**src/imurc_defines.svh**
```systemverilog
/*
 * offsets, field positions, reset values and masks of the
 * routing and rate/range configuration slice.
 * assumes an 8-bit register port with 8-bit addresses.
 */
`ifndef IMURC_DEFINES_SVH
`define IMURC_DEFINES_SVH

// ****************************************
// register offsets
// ****************************************
`define IMURC_OFS_ROUTE      8'h0e
`define IMURC_OFS_IDENT      8'h0f
`define IMURC_OFS_ACCEL      8'h10
`define IMURC_OFS_GYRO       8'h11

// ****************************************
// reset values and writable masks
// ****************************************
`define IMURC_RST_ROUTE      8'h00
`define IMURC_RST_ACCEL      8'h00
`define IMURC_RST_GYRO       8'h00
`define IMURC_MASK_ROUTE     8'h7f
`define IMURC_MASK_ACCEL     8'hfe
`define IMURC_MASK_GYRO      8'hfe
// identification value, arbitrary
`define IMURC_IDENT_VALUE    8'h5a

// ****************************************
// field positions
// ****************************************
`define IMURC_RT_ACCEL_RDY   0
`define IMURC_RT_GYRO_RDY    1
`define IMURC_RT_TEMP_RDY    2
`define IMURC_RT_Q_THRESH    3
`define IMURC_RT_Q_OVERRUN   4
`define IMURC_RT_Q_FULL      5
`define IMURC_RT_BATCH_FLAG  6
`define IMURC_RATE_MSB       7
`define IMURC_RATE_LSB       4
`define IMURC_RANGE_MSB      3
`define IMURC_RANGE_LSB      2
`define IMURC_ACCEL_FILT2    1
`define IMURC_GYRO_LOW_OVR   1

`endif

```
**src/imurc_pkg.sv**
```systemverilog
/*
 * types and shared decode functions of the configuration slice.
 * assumes nothing beyond a SystemVerilog compiler.
 */
package imurc_pkg;

    // selected output data rate
    typedef enum logic [3:0] {
        IMURC_RATE_OFF   = 4'h0, IMURC_RATE_12P5 = 4'h1, IMURC_RATE_26   = 4'h2,
        IMURC_RATE_52    = 4'h3, IMURC_RATE_104  = 4'h4, IMURC_RATE_208  = 4'h5,
        IMURC_RATE_416   = 4'h6, IMURC_RATE_833  = 4'h7, IMURC_RATE_1K66 = 4'h8,
        IMURC_RATE_3K33  = 4'h9, IMURC_RATE_6K66 = 4'ha, IMURC_RATE_1P6  = 4'hb,
        IMURC_RATE_BAD   = 4'hf
    } imurc_rate_e;

    // operating mode that goes with the rate
    typedef enum logic [1:0] {
        IMURC_PERF_OFF = 2'h0, IMURC_PERF_LOW = 2'h1,
        IMURC_PERF_NORMAL = 2'h2, IMURC_PERF_HIGH = 2'h3
    } imurc_perf_e;

    typedef enum logic [1:0] {
        IMURC_XL_2G = 2'h0, IMURC_XL_4G = 2'h1, IMURC_XL_8G = 2'h2, IMURC_XL_16G = 2'h3
    } imurc_accel_range_e;

    typedef enum logic [2:0] {
        IMURC_G_125 = 3'h0, IMURC_G_250 = 3'h1, IMURC_G_500 = 3'h2,
        IMURC_G_1000 = 3'h3, IMURC_G_2000 = 3'h4
    } imurc_gyro_range_e;

    // rate code to rate; 1011 only exists for the accel, 1.6 Hz in low power, else 12.5 Hz
    function automatic imurc_rate_e imurc_rate_decode(input logic [3:0] code,
                                                      input logic       hpd,
                                                      input logic       is_accel);
        imurc_rate_e r;
        r = IMURC_RATE_BAD;
        if (code <= 4'ha)
            r = imurc_rate_e'(code);
        else if (code == 4'hb && is_accel)
            r = hpd ? IMURC_RATE_1P6 : IMURC_RATE_12P5;
        return r;
    endfunction

    // mode follows the rate when high performance is disabled
    function automatic imurc_perf_e imurc_perf_decode(input imurc_rate_e rate,
                                                      input logic        hpd);
        imurc_perf_e p;
        p = IMURC_PERF_HIGH;
        if (rate == IMURC_RATE_OFF || rate == IMURC_RATE_BAD)
            p = IMURC_PERF_OFF;
        else if (hpd && (rate <= IMURC_RATE_52 || rate == IMURC_RATE_1P6))
            p = IMURC_PERF_LOW;
        else if (hpd && rate <= IMURC_RATE_208)
            p = IMURC_PERF_NORMAL;
        return p;
    endfunction

endpackage

```
**src/imurc_range_if.sv**
```systemverilog
/*
 * carrier between the top and the full-scale decoder.
 * assumes both ends share ref_clk_i.
 */
`timescale 1ns/1ps
interface imurc_range_if;
    import imurc_pkg::*;
    logic [1:0]         accel_range_code;
    logic               accel_range_mode;
    logic [1:0]         gyro_range_code;
    logic               gyro_low_range_override;
    imurc_accel_range_e accel_range;
    imurc_gyro_range_e  gyro_range;

    modport top (output accel_range_code, accel_range_mode, gyro_range_code,
                 output gyro_low_range_override, input accel_range, gyro_range);
    modport dec (input accel_range_code, accel_range_mode, gyro_range_code,
                 input gyro_low_range_override, output accel_range, gyro_range);
endinterface

```
**src/imurc_batch_counter.sv**
```systemverilog
/*
 * counter of batching events with threshold flag.
 * assumes event and clear strobes are one-cycle pulses on ref_clk_i.
 */
`timescale 1ns/1ps
module imurc_batch_counter
(
    input  wire logic        ref_clk_i,
    input  wire logic        nrst_i,
    input  wire logic        event_i,
    input  wire logic [10:0] threshold_i,
    input  wire logic        count_clear_i,
    input  wire logic        flag_clear_i,
    output logic             flag_o
);
    typedef struct packed {
        logic [10:0] count;
        logic        flag;
    } imurc_bcnt_s;

    imurc_bcnt_s st_reg;
    imurc_bcnt_s st_next;

    // threshold zero never fires: a zero match would only fire when the 11-bit count wraps
    always_comb
    begin
        st_next = st_reg;
        if (flag_clear_i)
            st_next.flag = 1'b0;
        if (count_clear_i)
            st_next.count = 11'h000;
        else if (event_i)
        begin
            if (threshold_i != 11'h000 && st_reg.count + 11'h001 == threshold_i)
            begin
                st_next.count = 11'h000;
                st_next.flag  = 1'b1;                                     // set wins
            end
            else
                st_next.count = st_reg.count + 11'h001;
        end
    end

    always_ff @(posedge ref_clk_i)
    begin
        if (!nrst_i)
            st_reg <= '0;
        else
            st_reg <= st_next;
    end

    assign flag_o = st_reg.flag;
endmodule

```
**src/imurc_config_top.sv**
```systemverilog
/*
 * second-pin routing, identification and accel/gyro rate and range
 * registers, with decoded settings as registered outputs.
 * assumes an 8-bit strobed register port; events and controls come
 * from logic on ref_clk_i, so no synchronisers.
 */
// Behaviour
// - second pin is OR of routed sources and embedded-function routing.
// - routing drives the pin only while no I3C dynamic address exists.
// - route bit 7 is zero; bits 6..0 select seven event sources.
// - enabled batch-counter flag reaches the second pin.
// - enabled queue threshold, full and overrun reach the second pin.
// - enabled accel and gyro data-ready reach the second pin.
// - temperature ready raises in-band interrupt under I3C with merge set.
// - identification register is read-only and returns a constant.
// - accel rate codes 0..1010 decode to off and 12.5 Hz..6.66 kHz.
// - accel code 1011 is 1.6 Hz low power, else 12.5 Hz.
// - accel range 2, 16 or 2, 4, 8 g per range mode.
// - accel filter select picks first or second stage output.
// - gyro rate resets off; same sequence; 1011 not available.
// - gyro range 250, 500, 1000, 2000 dps.
// - gyro low range override forces 125 dps.
// - batch counter resets and sets its flag at threshold.
// - merge control moves every interrupt onto the first pin.
`timescale 1ns/1ps
`include "imurc_defines.svh"
module imurc_config_top
(
    input  wire logic                      ref_clk_i,
    input  wire logic                      nrst_i,
    // register port
    input  wire logic [7:0]                reg_addr_i,
    input  wire logic [7:0]                reg_wdata_i,
    input  wire logic                      reg_wr_i,
    input  wire logic                      reg_rd_i,
    output logic      [7:0]                reg_rdata_o,
    output logic                           reg_rvalid_o,
    // event sources
    input  wire logic                      ev_batch_i,
    input  wire logic [10:0]               batch_threshold_i,
    input  wire logic                      batch_count_clear_i,
    input  wire logic                      batch_flag_clear_i,
    input  wire logic                      ev_queue_full_i,
    input  wire logic                      ev_queue_overrun_i,
    input  wire logic                      ev_queue_threshold_i,
    input  wire logic                      ev_temp_ready_i,
    input  wire logic                      ev_gyro_ready_i,
    input  wire logic                      ev_accel_ready_i,
    input  wire logic                      embedded_func_route_second_i,
    // controls held in neighbouring registers
    input  wire logic                      i3c_addr_assigned_i,
    input  wire logic                      merge_irqs_first_pin_i,
    input  wire logic                      accel_hiperf_disable_i,
    input  wire logic                      accel_range_mode_i,
    input  wire logic                      gyro_hiperf_disable_i,
    // interrupt outputs
    output logic                           second_irq_pin_o,
    output logic                           first_irq_merge_o,
    output logic                           ibi_request_o,
    output logic                           batch_count_reached_flag_o,
    // decoded configuration
    output imurc_pkg::imurc_rate_e         accel_rate_o,
    output imurc_pkg::imurc_perf_e         accel_perf_o,
    output logic                           accel_rate_illegal_o,
    output imurc_pkg::imurc_accel_range_e  accel_range_o,
    output logic                           accel_second_filter_sel_o,
    output imurc_pkg::imurc_rate_e         gyro_rate_o,
    output imurc_pkg::imurc_perf_e         gyro_perf_o,
    output logic                           gyro_rate_illegal_o,
    output imurc_pkg::imurc_gyro_range_e   gyro_range_o
);
    import imurc_pkg::*;

    // ****************************************
    // state
    // ****************************************
    typedef struct packed {
        logic [7:0]  route;
        logic [7:0]  accel_ctrl;
        logic [7:0]  gyro_ctrl;
        logic [7:0]  rdata;
        logic        rvalid;
        logic        pin2;
        logic        pin1_merge;
        logic        ibi;
        imurc_rate_e accel_rate;
        imurc_perf_e accel_perf;
        logic        accel_filt2;
        imurc_rate_e gyro_rate;
        imurc_perf_e gyro_perf;
        logic        accel_bad;
        logic        gyro_bad;
    } imurc_top_s;

    imurc_top_s   st_reg;
    imurc_top_s   st_next;
    logic         batch_flag;
    logic [6:0]   routed;
    logic         any_routed;

    imurc_range_if rng ();

    // ****************************************
    // submodules
    // ****************************************
    // batch events counted against the threshold
    imurc_batch_counter u_batch
    (
        .ref_clk_i     (ref_clk_i),
        .nrst_i        (nrst_i),
        .event_i       (ev_batch_i),
        .threshold_i   (batch_threshold_i),
        .count_clear_i (batch_count_clear_i),
        .flag_clear_i  (batch_flag_clear_i),
        .flag_o        (batch_flag)
    );

    // range fields feed the decoder from the register
    assign rng.accel_range_code        = st_reg.accel_ctrl[`IMURC_RANGE_MSB:`IMURC_RANGE_LSB];
    assign rng.accel_range_mode        = accel_range_mode_i;
    assign rng.gyro_range_code         = st_reg.gyro_ctrl[`IMURC_RANGE_MSB:`IMURC_RANGE_LSB];
    assign rng.gyro_low_range_override = st_reg.gyro_ctrl[`IMURC_GYRO_LOW_OVR];

    imurc_range_decode u_range
    (
        .ref_clk_i (ref_clk_i),
        .nrst_i    (nrst_i),
        .rng       (rng)
    );

    // ****************************************
    // event routing
    // ****************************************
    // each enabled source, in register bit order
    always_comb
    begin
        routed                       = 7'h00;
        routed[`IMURC_RT_BATCH_FLAG] = st_reg.route[`IMURC_RT_BATCH_FLAG]
                                       & batch_flag;
        routed[`IMURC_RT_Q_FULL]     = st_reg.route[`IMURC_RT_Q_FULL]
                                       & ev_queue_full_i;
        routed[`IMURC_RT_Q_OVERRUN]  = st_reg.route[`IMURC_RT_Q_OVERRUN]
                                       & ev_queue_overrun_i;
        routed[`IMURC_RT_Q_THRESH]   = st_reg.route[`IMURC_RT_Q_THRESH]
                                       & ev_queue_threshold_i;
        routed[`IMURC_RT_TEMP_RDY]   = st_reg.route[`IMURC_RT_TEMP_RDY]
                                       & ev_temp_ready_i;
        routed[`IMURC_RT_GYRO_RDY]   = st_reg.route[`IMURC_RT_GYRO_RDY]
                                       & ev_gyro_ready_i;
        routed[`IMURC_RT_ACCEL_RDY]  = st_reg.route[`IMURC_RT_ACCEL_RDY]
                                       & ev_accel_ready_i;
    end

    // embedded-function sources join ungated
    assign any_routed = (|routed) | embedded_func_route_second_i;

    // ****************************************
    // next state
    // ****************************************
    always_comb
    begin
        st_next        = st_reg;
        st_next.rvalid = 1'b0;

        // register writes; fixed-zero bits are masked off
        if (reg_wr_i)
        begin
            case (reg_addr_i)
                `IMURC_OFS_ROUTE:
                    st_next.route = reg_wdata_i & `IMURC_MASK_ROUTE;
                `IMURC_OFS_ACCEL:
                    st_next.accel_ctrl = reg_wdata_i & `IMURC_MASK_ACCEL;
                `IMURC_OFS_GYRO:
                    st_next.gyro_ctrl = reg_wdata_i & `IMURC_MASK_GYRO;
                default:
                    st_next.route = st_reg.route;
            endcase
        end

        // register reads, one cycle latency; unmapped reads return zero
        if (reg_rd_i)
        begin
            st_next.rvalid = 1'b1;
            case (reg_addr_i)
                `IMURC_OFS_ROUTE: st_next.rdata = st_reg.route;
                `IMURC_OFS_IDENT: st_next.rdata = `IMURC_IDENT_VALUE;
                `IMURC_OFS_ACCEL: st_next.rdata = st_reg.accel_ctrl;
                `IMURC_OFS_GYRO:  st_next.rdata = st_reg.gyro_ctrl;
                default:          st_next.rdata = 8'h00;
            endcase
        end

        // physical pin only without an i3c address; merge moves all to pin 1
        st_next.pin2       = 1'b0;
        st_next.pin1_merge = 1'b0;
        if (!i3c_addr_assigned_i)
        begin
            if (merge_irqs_first_pin_i)
                st_next.pin1_merge = any_routed;
            else
                st_next.pin2 = any_routed;
        end

        // in-band interrupt from temperature ready, only merged under i3c
        st_next.ibi = i3c_addr_assigned_i & merge_irqs_first_pin_i
                      & routed[`IMURC_RT_TEMP_RDY];

        // rate and mode decode, registered so outputs leave from flops
        st_next.accel_rate = imurc_rate_decode(
            st_reg.accel_ctrl[`IMURC_RATE_MSB:`IMURC_RATE_LSB],
            accel_hiperf_disable_i, 1'b1);
        st_next.accel_perf = imurc_perf_decode(st_next.accel_rate,
                                               accel_hiperf_disable_i);
        st_next.accel_filt2 = st_reg.accel_ctrl[`IMURC_ACCEL_FILT2];
        st_next.gyro_rate = imurc_rate_decode(
            st_reg.gyro_ctrl[`IMURC_RATE_MSB:`IMURC_RATE_LSB],
            gyro_hiperf_disable_i, 1'b0);
        st_next.gyro_perf = imurc_perf_decode(st_next.gyro_rate,
                                              gyro_hiperf_disable_i);
        st_next.accel_bad = (st_next.accel_rate == IMURC_RATE_BAD);
        st_next.gyro_bad  = (st_next.gyro_rate == IMURC_RATE_BAD);
    end

    // ****************************************
    // registers
    // ****************************************
    // gyro rate field resets to power-down
    always_ff @(posedge ref_clk_i)
    begin
        if (!nrst_i)
        begin
            st_reg             <= '0;
            st_reg.route       <= `IMURC_RST_ROUTE;
            st_reg.accel_ctrl  <= `IMURC_RST_ACCEL;
            st_reg.gyro_ctrl   <= `IMURC_RST_GYRO;
        end
        else
            st_reg <= st_next;
    end

    // ****************************************
    // outputs
    // ****************************************
    assign reg_rdata_o                = st_reg.rdata;
    assign reg_rvalid_o               = st_reg.rvalid;
    assign second_irq_pin_o           = st_reg.pin2;
    assign first_irq_merge_o          = st_reg.pin1_merge;
    assign ibi_request_o              = st_reg.ibi;
    assign batch_count_reached_flag_o = batch_flag;
    assign accel_rate_o               = st_reg.accel_rate;
    assign accel_perf_o               = st_reg.accel_perf;
    assign accel_rate_illegal_o       = st_reg.accel_bad;
    assign accel_range_o              = rng.accel_range;
    assign accel_second_filter_sel_o  = st_reg.accel_filt2;
    assign gyro_rate_o                = st_reg.gyro_rate;
    assign gyro_perf_o                = st_reg.gyro_perf;
    assign gyro_rate_illegal_o        = st_reg.gyro_bad;
    assign gyro_range_o               = rng.gyro_range;
endmodule

```
**src/imurc_range_decode.sv**
```systemverilog
/*
 * registered full-scale decode for accel and gyro.
 * assumes field values come from registers on the same clock.
 */
`timescale 1ns/1ps
module imurc_range_decode
(
    input  wire logic   ref_clk_i,
    input  wire logic   nrst_i,
    imurc_range_if.dec  rng
);
    import imurc_pkg::*;

    typedef struct packed {
        imurc_accel_range_e accel;
        imurc_gyro_range_e  gyro;
    } imurc_rdec_s;

    imurc_rdec_s st_reg;
    imurc_rdec_s st_next;

    // decode both fields
    always_comb
    begin
        st_next = st_reg;
        case (rng.accel_range_code)
            2'b00:   st_next.accel = IMURC_XL_2G;
            2'b01:   st_next.accel = rng.accel_range_mode ? IMURC_XL_2G
                                                          : IMURC_XL_16G;
            2'b10:   st_next.accel = IMURC_XL_4G;
            default: st_next.accel = IMURC_XL_8G;
        endcase
        case (rng.gyro_range_code)
            2'b00:   st_next.gyro = IMURC_G_250;
            2'b01:   st_next.gyro = IMURC_G_500;
            2'b10:   st_next.gyro = IMURC_G_1000;
            default: st_next.gyro = IMURC_G_2000;
        endcase
        if (rng.gyro_low_range_override)
            st_next.gyro = IMURC_G_125;
    end

    always_ff @(posedge ref_clk_i)
    begin
        if (!nrst_i)
            st_reg <= '{accel: IMURC_XL_2G, gyro: IMURC_G_250};
        else
            st_reg <= st_next;
    end

    assign rng.accel_range = st_reg.accel;
    assign rng.gyro_range  = st_reg.gyro;
endmodule

```
**config.mk**
```make
export PLATFORM = sky130hd
export DESIGN_NAME = imurc_config_top
export DESIGN_NICKNAME = d
export VERILOG_FILES = /design/src/imurc_pkg.sv /design/src/imurc_range_if.sv /design/src/imurc_batch_counter.sv /design/src/imurc_config_top.sv /design/src/imurc_range_decode.sv
export VERILOG_INCLUDE_DIRS = /design/src /design/src/src
export SDC_FILE = /design/constraint.sdc
export NUM_CORES = 1
export LEC_CHECK = 0
export ABC_AREA = 0
export BUFFER_PORTS_ARGS = -buffer_cell sky130_fd_sc_hd__clkbuf_2
export CAP_MARGIN = 20
export CORE_MARGIN = 2
export CORE_UTILIZATION = 54
export DETAILED_ROUTE_END_ITERATION = 8
export PLACE_DENSITY = 0.8
export SYNTH_ARGS = -nofsm -noshare
export SYNTH_HDL_FRONTEND = slang
export SYNTH_SLANG_ARGS = --single-unit
export TNS_END_PERCENT = 20
```
**constraint.sdc**
```tcl
create_clock -name ref_clk_i -period 2.9 [get_ports ref_clk_i]
set_input_delay 0.58 -clock ref_clk_i [delete_from_list [all_inputs] [get_ports ref_clk_i]]
set_output_delay 0.58 -clock ref_clk_i [all_outputs]
set_load 0.05 [all_outputs]
```
==> metrics.md <==
| Metric | Value |
|---|---|
| Outcome | complete, no violations |
| Largest stage delay on the critical path | about 440 ps |
| Hpwl dp | ~5500 microns |
| Pwr Total | roughly 1.9 mW |
| First-pass GRT wire length | 12100 microns |
| Worst-Skew Late Latency | ~350 ps |
| Crit. End Element | flip-flop |
| Fmax | between 300 and 400 MHz |
| Leakage | between 1.5 and 2 nW |
| CTS Buffer Depth | 2 |
| DR top layer | met4 |
| Power density over the cells | 490 nW/um^2 |
| Number of global-route vias before repair | 2628 |
| Routed vias | approximately 2.8k |
| Final Hold Fails | 0 |
| Final period util | 86.6% |
| Cts hold-fix bufs | 0 |
| Seq cells post-synth | 65 |
| Residual DRC count | 0 |
| CP bufs+invs | 0 |
| Worst Clk Skew | a little over 5 ps |
| Antenna cell count | 0 |
| Share of cells above drive strength 1 | around 23% |
| Total gr overflow | 0 |
| Setup_tns | 0 ps |
| Die height | 82.6 microns |
| Yosys cell types | 54 |
| Synth top area share | 39.0% |
| WL met2 | 3640 microns |
| Critical path data arrival time | approximately 2800 ps |
| Syn-to-layout area delta | 14.2% |
| GP Congestion | 0.848 |
| Hold endpoint | second_irq_pin_o |
| CTS tree | built |
| Peak fanout along the critical path | 13 |
| Hold path cells | 2 |
| Core ar. | 5960 sq um |
| Clock transition at the registers of the reported paths | 70 ps |
| Synthesized area | 3340 sq um |
| Slowest CP cell | dfxtp_1 |
| Max_slew headroom | 64.2% |
| Post-synth ARST share | 0% |
| Starting Density | approximately 56% |
| CTS Sinks | 65 |
| IO Pins | between 70 and 80 |
| Crit Reg-Reg Endpoint | u_batch.st_reg[10] |
| Minimum clock period | around 2500 ps |
| Vias per inst | 5.48 |
| Top cells by area, synth | dfxtp_1 39%, mux2i_1 6.9%, nor2b_1 5.4% |
| Met3 wire len | around 380 microns |
| 1st-iter DRT viols | 157 |
| Final cell count without fillers | around 520 |
| Post-Place Worst Slack | 315 ps |
| Slew Limit Fails | 0 |
| Cell family with most CP delay | compound AO/OA/AOI/OAI gates |
| Synth area leader | dfxtp_1 |
| Die width | 82.6 microns |
| Crit-path cells | ha_1, nand3_2, a2111oi_0, o21ai_0, nand3_1, nand4_2, o21ba_2, and2_1 |
| Hold_sp | merge_irqs_first_pin_i |
| Placed cells | 499 |
| Total Wirelength | 7400 microns |
| Hold Slack | 432 ps |
| R2R depth | 8 |
| Nets | approximately 490 |
| PortBufs | 78 |
| Register area share after synthesis | 39.0% |
| Peak supply drop | around 520 uV |
| Max-cap violations | 0 |
| Unrepaired setup endpoints after global routing | no |
| Num rows | 28 |
| Core Util, Final | 64.0% |
| Finished Cell Area | approximately 3800 sq um |
| Commonest cells in the synthesized netlist | 65 x dfxtp_1, 38 x nand2_1, 29 x nor2b_1 |
| CP required | 3150 ps |
| Slew @ Worst Pin | 535 ps |
| Antenna violations before repair | 0 |
| Syn_nets | 438 |
| Syn Area/Cell | 8.60 sq um |
| Most numerous cell in the Yosys netlist | dfxtp_1 |
| Syn Inst Count | 388 |
| Ys Warns | 0 |
| H-tree Lvls | 3 |
| Largest net degree at the start of global routing | 40 |
| Final setup vio count | 0 |
| Setup CP Type | reg2reg |
| Routed wire per std cell | roughly 14 microns |
| Clock Tree Root | clkbuf_8 |
| Max FFs per register | 15 |
| Dpl cell area | 3580 sq um |
| DR pass1 iterations | 5 |
| Fin worst setup slack | slightly below 400 ps |
| Detail Route Antenna Nets | 0 |
| Critical R2R Launch | u_batch.st_reg[1] |
| Total Routing Usage GR | between 20% and 30% |
| DRT met1 WL | approximately 3200 microns |
| Ys flop type | dfxtp_1 |
| Startpoint Class | flip-flop |
| Die area | a little under 7000 sq um |
| Cts bufs inserted | 9 |
| R2r setup slk | 390 ps |
| Number of synthesized flops with an enable pin | 0 |
| Hold WC Path Type | in2reg |
## what timing repair did
item | in CTS | in global routing
resized for setup | 0 | 1
endpoints found under the setup margin | 0 | 3
setup buffers | 0 | 0
## power breakdown
group	switching, mW	leakage [nW]	internal (mW)	total [mW]
clock network	0.330	0.111	0.532	0.863
registers	0.00257	0.524	0.896	0.898
logic	0.0599	1.00	0.0471	0.107
## cell type report
type | count | area, sq um
tap | 75 | 93.8
fill | 514 | 2140
multi-input combinational | 261 | 1720
inverter | 18 | 67.6
timing repair buffer | 80 | 405
sequential | 65 | 1300
clock inverter | 2 | 60.1
clock buffer | 14 | 163
## metal layers
layer / global-route usage (%) / vias up
met2: 40.9 / 79
met3: 5.43 / 16
li1: - / 1419
met1: 27.7 / 1307
met4: 13.3 / 0
met5: 0 / -
## worst reg2reg max path: cells and delay by family (launching register included)
kind	cells	cell delay (ps)
AOI/OAI and AO/OA	3	890
adders and majority gates	1	340
DFF	1	440
and+or+nand+nor	4	740
## worst max-delay path by stage
stage / slack [ps] / to / from / depth (start not counted)
detailed placement: 320 / u_batch.st_reg[10] / u_batch.st_reg[1] / 8
global route: 80 / u_batch.st_reg[10] / u_batch.st_reg[1] / 8
global placement: 450 / u_batch.st_reg[10] / u_batch.st_reg[1] / 8
finish: 390 / u_batch.st_reg[10] / u_batch.st_reg[1] / 8
CTS: 290 / u_batch.st_reg[10] / u_batch.st_reg[1] / 8
floorplan: 730 / u_batch.st_reg[11] / u_batch.st_reg[1] / 9
## logic make-up after synthesis
family | Yosys count | share of synthesized area, %
muxes | 25 | 7.57
and+or+nand+nor | 156 | 25.9
adders and majority gates | 4 | 1.50
xor gates and xnor gates | 16 | 4.20
AOI/OAI and AO/OA | 60 | 12.3
DFF | 65 | 39.0
buffers and inverters | 62 | 9.56
## layout by cell type, fill, tap and decap left out, drive strengths merged, types with 2 or more instances in the layout
| cell | instances |
|---|---|
| a21oi | 12 |
| nor3 | 5 |
| nor2 | 19 |
| o22ai | 8 |
| nand4 | 6 |
| a22o | 2 |
| inv | 18 |
| nor4 | 5 |
| a31oi | 7 |
| nand3b | 4 |
| xor2 | 6 |
| and4 | 2 |
| and3b | 2 |
| o21ai | 7 |
| a211oi | 2 |
| dfxtp | 65 |
| nor2b | 29 |
| mux2 | 2 |
| mux2i | 23 |
| ha | 4 |
| nand2 | 39 |
| bufinv | 2 |
| o32ai | 2 |
| a21o | 4 |
| and2 | 21 |
| nor4b | 2 |
| nand3 | 15 |
| buf | 2 |
| clkbuf | 92 |
| a22oi | 2 |
| nor3b | 2 |
| a222oi | 4 |
| xnor2 | 10 |
(Power assumes the default switching activity.)
